### src/design/rpm_pkg.sv
package rpm_pkg;

  // ****************************************
  // Timebase
  // ****************************************
  localparam int CLK_PERIOD_NS = 50;
  localparam int TICK_NS = 10;
  localparam int TICKS_PER_CLK = CLK_PERIOD_NS / TICK_NS;

  // ****************************************
  // Widths
  // ****************************************
  localparam int AW = 8;
  localparam int DW = 32;
  localparam int VW = 32;
  localparam int TW = 34;

  // ****************************************
  // Register offsets
  // ****************************************
  localparam logic [AW-1:0] ADDR_CTRL = 8'h00;
  localparam logic [AW-1:0] ADDR_PERIOD = 8'h04;
  localparam logic [AW-1:0] ADDR_WIDTH = 8'h08;
  localparam logic [AW-1:0] ADDR_DELAY = 8'h0C;
  localparam logic [AW-1:0] ADDR_DBL_DELAY = 8'h10;
  localparam logic [AW-1:0] ADDR_DBL_WIDTH = 8'h14;
  localparam logic [AW-1:0] ADDR_STATUS = 8'h18;

  // ****************************************
  // Control field positions
  // ****************************************
  localparam int CTRL_EN = 0;
  localparam int CTRL_SRC_EXT = 1;
  localparam int CTRL_POL_INV = 2;
  localparam int CTRL_PAIR = 3;
  localparam int CTRL_TMODE_LO = 4;
  localparam int CTRL_TMODE_HI = 5;
  localparam int CTRL_FALLING = 6;
  localparam int CTRL_GATE_INV = 7;

  // ****************************************
  // Status field positions
  // ****************************************
  localparam int STAT_RUN = 0;
  localparam int STAT_PULSE = 1;
  localparam int STAT_GATE_OPEN = 2;
  localparam int STAT_TRIG = 3;

  // ****************************************
  // Times in ns, and minimums and reset values in ticks
  // ****************************************
  localparam int WIDTH_MIN_NS = 20;
  localparam int DBL_DELAY_MIN_NS = 40;
  localparam int WIDTH_RST_NS = 2000;
  localparam int DELAY_RST_NS = 10;
  localparam int PERIOD_RST_NS = 10000;
  localparam int DBL_WIDTH_RST_NS = 2000;
  localparam logic [VW-1:0] WIDTH_MIN = VW'(WIDTH_MIN_NS / TICK_NS);
  localparam logic [VW-1:0] DBL_DELAY_MIN = VW'(DBL_DELAY_MIN_NS / TICK_NS);
  localparam logic [VW-1:0] WIDTH_RST = VW'(WIDTH_RST_NS / TICK_NS);
  localparam logic [VW-1:0] DELAY_RST = VW'(DELAY_RST_NS / TICK_NS);
  localparam logic [VW-1:0] PERIOD_RST = VW'(PERIOD_RST_NS / TICK_NS);
  localparam logic [VW-1:0] DBL_WIDTH_RST = VW'(DBL_WIDTH_RST_NS / TICK_NS);

  // ****************************************
  // Enumerations
  // ****************************************
  typedef enum logic [1:0] {
    TMODE_AUTO = 2'h0,
    TMODE_EXT = 2'h1,
    TMODE_GATED_RUN_MODE = 2'h2
  } rpm_tmode_t;

  typedef enum logic [1:0] {
    ST_IDLE = 2'b01,
    ST_RUN = 2'b10
  } rpm_state_t;

endpackage

### src/design/rpm_pulse_modulation_subsystem.sv
// Contract
// - Single pulse or pulse pair per period; reset gives single.
// - Period sets how often the pulse pattern repeats.
// - Polarity setting is ignored for the internal generator.
// - Normal blanks RF in pause, inverted blanks during pulse.
// - Source is internal generator or trigger pin; reset internal.
// - Enable bit switches modulation; resets to off.
// - Gate polarity normal or inverted chooses open level.
// - Triggered mode starts on chosen edge; reset rising.
// - Free-running mode repeats patterns without waiting; reset mode.
// - Edge mode begins a pattern on a trigger pin event.
// - Gated mode gates output by the trigger pin level.
// - Width sets pulse length, 20 ns minimum, 10 ns steps, 2 us reset.
// - First pulse follows start after a delay, reset 10 ns.
// - Second pulse starts a programmed time after the first, 40 ns min.
// - Second pulse has its own width.
//
// The APB interface to the registers and the address map were decided locally.
`timescale 1ns/1ps
`default_nettype none
module rpm_pulse_modulation_subsystem (
  input wire logic core_clk_in,
  input wire logic rstn_in,
  input wire logic psel_in,
  input wire logic penable_in,
  input wire logic pwrite_in,
  input wire logic [rpm_pkg::AW-1:0] paddr_in,
  input wire logic [rpm_pkg::DW-1:0] pwdata_in,
  output logic [rpm_pkg::DW-1:0] prdata_out,
  output logic pready_out,
  output logic pslverr_out,
  input wire logic trig_pin_in,
  output logic rf_on_out,
  output logic int_pulse_out
);
  import rpm_pkg::*;

  typedef struct packed {
    logic en;
    logic src_ext;
    logic pol_inv;
    logic pair;
    rpm_tmode_t tmode;
    logic falling;
    logic gate_inv;
    logic [VW-1:0] period;
    logic [VW-1:0] width;
    logic [VW-1:0] delay;
    logic [VW-1:0] dbl_delay;
    logic [VW-1:0] dbl_width;
    rpm_state_t state;
    logic [TW-1:0] t;
    logic trig_prev;
    logic pulse;
    logic rf_on;
    logic pready;
    logic pslverr;
    logic [DW-1:0] prdata;
  } rpm_st_t;

  rpm_st_t s_q;
  rpm_st_t s_d;
  logic trig_s;
  logic [TW-1:0] d1s;
  logic [TW-1:0] d1e;
  logic [TW-1:0] d2s;
  logic [TW-1:0] d2e;
  logic [TW-1:0] nxt;
  logic pat_end;
  logic run;
  logic p1;
  logic p2;
  logic pulse_now;
  logic gate_open;
  logic trig_edge;
  logic setup;
  logic wr;
  logic [DW-1:0] ctrl_rd;
  logic [DW-1:0] stat_rd;

  // ****************************************
  // Trigger pin synchroniser
  // ****************************************
  rpm_sync u_trig_sync (
    .core_clk_in(core_clk_in),
    .rstn_in(rstn_in),
    .async_in(trig_pin_in),
    .sync_out(trig_s)
  );

  // ****************************************
  // Pattern timing in ticks
  // ****************************************
  assign d1s = TW'(s_q.delay);
  assign d1e = d1s + TW'(s_q.width);
  assign d2s = d1s + TW'(s_q.dbl_delay);
  assign d2e = d2s + TW'(s_q.dbl_width);
  assign nxt = s_q.t + TW'(TICKS_PER_CLK);
  assign pat_end = nxt >= TW'(s_q.period);
  assign run = s_q.state == ST_RUN;
  assign p1 = run && s_q.t >= d1s && s_q.t < d1e;
  assign p2 = run && s_q.pair && s_q.t >= d2s && s_q.t < d2e;
  assign pulse_now = p1 || p2;
  assign gate_open = trig_s ^ s_q.gate_inv;
  assign trig_edge = s_q.falling ? (!trig_s && s_q.trig_prev)
                                 : (trig_s && !s_q.trig_prev);

  // ****************************************
  // Register bus
  // ****************************************
  assign setup = psel_in && !penable_in;
  assign wr = psel_in && penable_in && pwrite_in && s_q.pready;
  assign ctrl_rd = DW'({s_q.gate_inv, s_q.falling, s_q.tmode, s_q.pair,
                        s_q.pol_inv, s_q.src_ext, s_q.en});
  assign stat_rd = DW'({trig_s, gate_open, s_q.pulse, run});

  always_comb begin
    s_d = s_q;
    s_d.trig_prev = trig_s;
    s_d.pready = setup;
    s_d.pslverr = 1'b0;
    s_d.prdata = '0;
    if (setup) begin
      unique case (paddr_in)
        ADDR_CTRL: s_d.prdata = ctrl_rd;
        ADDR_PERIOD: s_d.prdata = s_q.period;
        ADDR_WIDTH: s_d.prdata = s_q.width;
        ADDR_DELAY: s_d.prdata = s_q.delay;
        ADDR_DBL_DELAY: s_d.prdata = s_q.dbl_delay;
        ADDR_DBL_WIDTH: s_d.prdata = s_q.dbl_width;
        ADDR_STATUS: s_d.prdata = stat_rd;
        default: s_d.pslverr = 1'b1;
      endcase
    end
    if (wr) begin
      unique case (paddr_in)
        ADDR_CTRL: begin
          s_d.en = pwdata_in[CTRL_EN];
          s_d.src_ext = pwdata_in[CTRL_SRC_EXT];
          s_d.pol_inv = pwdata_in[CTRL_POL_INV];
          s_d.pair = pwdata_in[CTRL_PAIR];
          s_d.tmode = rpm_tmode_t'(pwdata_in[CTRL_TMODE_HI:CTRL_TMODE_LO]);
          s_d.falling = pwdata_in[CTRL_FALLING];
          s_d.gate_inv = pwdata_in[CTRL_GATE_INV];
        end
        ADDR_PERIOD: s_d.period = pwdata_in;
        ADDR_WIDTH: begin
          s_d.width = (pwdata_in < WIDTH_MIN) ? WIDTH_MIN : pwdata_in;
        end
        ADDR_DELAY: s_d.delay = pwdata_in;
        ADDR_DBL_DELAY: begin
          s_d.dbl_delay = (pwdata_in < DBL_DELAY_MIN) ? DBL_DELAY_MIN
                                                      : pwdata_in;
        end
        ADDR_DBL_WIDTH: s_d.dbl_width = pwdata_in;
        default: s_d.en = s_q.en;
      endcase
    end

    // Pattern sequencer
    unique case (s_q.state)
      ST_IDLE: begin
        s_d.t = '0;
        if (s_q.en) begin
          if (s_q.tmode == TMODE_EXT) begin
            if (trig_edge) begin
              s_d.state = ST_RUN;
            end
          end else if (s_q.tmode == TMODE_GATED_RUN_MODE) begin
            if (gate_open) begin
              s_d.state = ST_RUN;
            end
          end else begin
            s_d.state = ST_RUN;
          end
        end
      end
      ST_RUN: begin
        s_d.t = nxt;
        if (!s_q.en) begin
          s_d.state = ST_IDLE;
        end else if (s_q.tmode == TMODE_GATED_RUN_MODE && !gate_open) begin
          s_d.state = ST_IDLE;
        end else if (pat_end) begin
          s_d.t = '0;
          if (s_q.tmode == TMODE_EXT) begin
            s_d.state = ST_IDLE;
          end
        end
      end
    endcase

    // Modulation output
    s_d.pulse = pulse_now;
    if (!s_q.en) begin
      s_d.rf_on = 1'b1;
    end else if (s_q.src_ext) begin
      s_d.rf_on = trig_s ^ s_q.pol_inv;
    end else begin
      s_d.rf_on = pulse_now;
    end
  end

  always_ff @(posedge core_clk_in) begin
    if (!rstn_in) begin
      s_q <= '0;
      s_q.tmode <= TMODE_AUTO;
      s_q.period <= PERIOD_RST;
      s_q.width <= WIDTH_RST;
      s_q.delay <= DELAY_RST;
      s_q.dbl_delay <= DBL_DELAY_MIN;
      s_q.dbl_width <= DBL_WIDTH_RST;
      s_q.state <= ST_IDLE;
      s_q.rf_on <= 1'b1;
    end else begin
      s_q <= s_d;
    end
  end

  assign prdata_out = s_q.prdata;
  assign pready_out = s_q.pready;
  assign pslverr_out = s_q.pslverr;
  assign rf_on_out = s_q.rf_on;
  assign int_pulse_out = s_q.pulse;
endmodule
`default_nettype wire

### src/design/rpm_sync.sv
`timescale 1ns/1ps
`default_nettype none
module rpm_sync (
  input wire logic core_clk_in,
  input wire logic rstn_in,
  input wire logic async_in,
  output logic sync_out
);
  import rpm_pkg::*;

  typedef struct packed {
    logic meta;
    logic stable;
  } rpm_sync_st_t;

  rpm_sync_st_t s_q;
  rpm_sync_st_t s_d;

  always_comb begin
    s_d = s_q;
    s_d.meta = async_in;
    s_d.stable = s_q.meta;
  end

  always_ff @(posedge core_clk_in) begin
    if (!rstn_in) begin
      s_q <= '0;
    end else begin
      s_q <= s_d;
    end
  end

  assign sync_out = s_q.stable;
endmodule
`default_nettype wire

### config.mk
export PLATFORM = sky130hd
export DESIGN_NAME = rpm_pulse_modulation_subsystem
export DESIGN_NICKNAME = d
export VERILOG_FILES = /design/src/design/rpm_pkg.sv /design/src/design/rpm_pulse_modulation_subsystem.sv /design/src/design/rpm_sync.sv
export SDC_FILE = /design/constraint.sdc
export NUM_CORES = 1
export LEC_CHECK = 0
export BUFFER_PORTS_ARGS = -buffer_cell sky130_fd_sc_hd__buf_2
export CELL_PAD_IN_SITES_DETAIL_PLACEMENT = 1
export CELL_PAD_IN_SITES_GLOBAL_PLACEMENT = 1
export CORE_MARGIN = 3
export CORE_UTILIZATION = 49
export CTS_BUF_LIST = sky130_fd_sc_hd__clkbuf_2 sky130_fd_sc_hd__clkbuf_4 sky130_fd_sc_hd__clkbuf_8
export CTS_CLUSTER_DIAMETER = 40
export CTS_CLUSTER_SIZE = 30
export DETAILED_ROUTE_END_ITERATION = 10
export PLACE_DENSITY = 0.9
export SLEW_MARGIN = 10
export SYNTH_ARGS = -nofsm -noshare
export SYNTH_HDL_FRONTEND = slang
export SYNTH_SLANG_ARGS = --single-unit
### constraint.sdc
create_clock -name core_clk_in -period 7.7 [get_ports core_clk_in]
set_input_delay 0 -clock core_clk_in [delete_from_list [all_inputs] [get_ports core_clk_in]]
set_output_delay 0 -clock core_clk_in [all_outputs]
set_load 0.005 [all_outputs]
==> flow_summary.ini <==
[yosys]
synthArstFlopShare_pct = 0
ys_types = 78
synth_compound_area_share_pct = 24.5
synthAdderAreaFrac_pct = 17.7
synth-warning-count = 0
synth_flop_cell = dfxtp_1
synth-simple-area-share_pct = 18.2
netlist_area_um2 = 18800
synth.avg_cell_area_um2 = 8.07
synth_xor_area_share_pct = 5.78
synth_mux_area_share_pct = 2.23
synth.ff_latch_count = 243
synth-edff-count = 0
syn_inst = 2327
yosysSeqAreaShare_pct = 25.9
synth_top_family_by_area = compound AO/OA/AOI/OAI gates
synth_fp_nets = 2637

[routing]
drtAntennaViolNets = 0
vias = 18500
viasPerCell = 6.31
drc = 0
wl_per_cell_um = 24.5
wirelength_um = 72000
first_pass_iters = 6
drt_iter0_drc = 1345

[global_route]
grt_max_degree = 106
grt.busiest_layer = met2
met3_usage_pct = 5.11
overflow = 0
grt_pass1_vias = 20100
met1_usage_pct = 42.2
use_met2_pct = 58.5
grt.total_usage_pct = 34.4
grt_pass1_wl_um = 111000
antenna_found_initial = 1

[critical_path]
path_max_fanout = 5
cp-startpoint = d1s[1]
cp_slowest_cell = dfxtp_1
path_class = reg -> reg
slowest_delay_ns = 0.44
cp-start-kind = flop
critPathCapture = rf_on_out
crit_path_end_kind = flop
reg2reg_depth = 26
r2r_end = rf_on_out
regToRegSetupSlack_ns = 0.75
cp_data_arrival_time_ns = 7.49
r2r_start = d1s[1]
required_ns = 8.23

[job]
maxCapViolations = 0

[sta]
rsz0062_at_grt = no
finalMaxSlewViolations = 0
period_share_pct = 90.3
worst_slew_pin_slew_ns = 1.01
tns_ns = 0
fmax_mhz = 144
setup_violations = 0
finalCriticalPeriod_ns = 6.95
relSlewSlack_pct = 31.5
hold_ws_ns = 0.127
finalClockSkew_ns = 0.0524
hold_viol = 0

[cells_and_area]
area_growth_pct = 10.9
drive_above_1_share_pct = 9.98
finalNetCount = 2702
instances_no_fill = 2936
fin_area_um2 = 20800

[power]
leakage_nw = 8.96
vdd_ir_drop_max_mv = 0.151
power_density_nw_per_um2 = 133

[clock_network]
cts_htree_levels = 2
path_clk_slew_ns = 0.08
clk_latency_ns = 0.65
max-clock-path-buffers = 3
clockRootBuffer = clkbuf_8
cts.sinks = 243
tritoncts = yes
numCtsBuffers = 42

[placement]
post-dp-hpwl_um = 51300
routabilityCongestion = 0.922
place_area_um2 = 19400
place_inst = 2817
io_buffers = 81

[floorplan]
core_area_um2 = 37800
row_count = 71
dieHeight_um = 202
die_x_um = 202
dieArea_um2 = 40700
start_util_pct = 49.7
ios = 82

[hold_path]
hold_class = in -> reg
hold-path-cell-count = 5

[run_status]
outcome = finished clean
-- per-layer routing --
layer / vias up / part of all wire (%)
li1: 8409 / -
met1: 9142 / 41
met2: 731 / 47
met3: 230 / 6.5
met4: 0 / 5.2
met5: - / 0
-- per-stage QoR --
stage	setup WS [ns]	utilization, %	total power, W
5_1_grt	0.232	55.2	0.00285
6_report	0.745	55.2	0.00278
3_5_place_dp	0.778	51.4	0.00136
2_1_floorplan	1.64	-	0.00132
4_1_cts	0.665	55.2	0.00279
3_3_place_gp	1.04	51.4	0.00136
-- cell type report --
type / count / area, µm²
inverter: 126 / 473
sequential: 243 / 4860
fill: 4610 / 16900
timing repair buffer: 141 / 963
clock inverter: 21 / 258
tap: 511 / 639
multi-input combinational: 1838 / 12900
clock buffer: 55 / 732
antenna: 1 / 2.50
-- synth_stat cells, types with 56 or more instances --
library cell	n	area share [%]
nand2_1	415	8.3
a21boi_0	157	6.3
clkbuf_1	83	1.7
nor2_1	89	1.8
a21o_1	85	3.4
xnor2_1	68	3.2
inv_1	126	2.5
dfxtp_1	243	26
a21oi_1	147	3.9
xor2_1	56	2.6
o21ai_0	77	2.1
ha_1	261	17
-- flip-flops by register name, summed over array words and instances (netlist names) --
name / flops
s_q: 165
int_pulse_out: 1
d1s: 32
pslverr_out: 1
rf_on_out: 1
prdata_out: 32
u_trig_sync.s_d: 1
ctrl_rd: 8
pready_out: 1
u_trig_sync.sync_out: 1
-- what timing repair did --
action | 4_1_cts | 5_1_grt
hold buffers | 42 | 0
endpoints found under the hold margin | 175 | 0
endpoints found under the setup margin | 0 | 2
resized for setup | 0 | 1
buffers inserted | 0 | 0
-- layout by cell type (no fill, tap or decap), types with 27 or more instances in the layout --
master	Yosys	final
dfxtp_1	243	243
nand3_1	38	38
nor3_1	31	27
ha_1	261	261
o21ai_0	77	77
xnor2_1	68	68
dlygate4sd3_1	0	42
nand4_1	44	44
a21o_1	85	85
xor2_1	56	56
mux2_2	31	31
clkbuf_8	0	51
inv_1	126	126
nor2_1	89	87
a21oi_1	147	147
a21boi_0	157	157
buf_2	0	80
nand2_1	415	413
nor2b_1	44	44
-- power breakdown --
part | internal (W) | leakage (nW) | switching, W
Clock | 0.000780 | 0.514 | 0.000643
Sequential | 0.00126 | 1.96 | 0.000000913
Combinational | 0.0000411 | 6.49 | 0.0000555
-- worst min path at each step --
stage | start | to | slack, ns
after detailed placement | trig_pin_in | u_trig_sync.s_d[0] | 0.21
after global placement | trig_pin_in | u_trig_sync.s_d[0] | 0.21
after floorplan | pwdata_in[0] | d1s[0] | 0.12
final | paddr_in[6] | prdata_out[1] | 0.13
after global routing | paddr_in[6] | prdata_out[1] | 0.16
after CTS | paddr_in[6] | prdata_out[1] | 0.03
-- worst max-delay path, delay by kind of cell (launching register included) --
family	cells	cell delay, ns
adder cells (fa/ha/maj)	3	0.89
XOR/XNOR	1	0.19
flip-flops	1	0.44
AND/OR/NAND/NOR	4	0.70
AO/OA/AOI/OAI	18	4.59
-- cells by family after synthesis --
| family | count (synthesis) |
|---|---|
| and+or+nand+nor | 752 |
| AOI/OAI and AO/OA | 660 |
| adders and majority gates | 264 |
| buffers and inverters | 246 |
| DFF | 243 |
| xor gates and xnor gates | 124 |
| muxes | 38 |
Power figures use the tool's default switching activity.
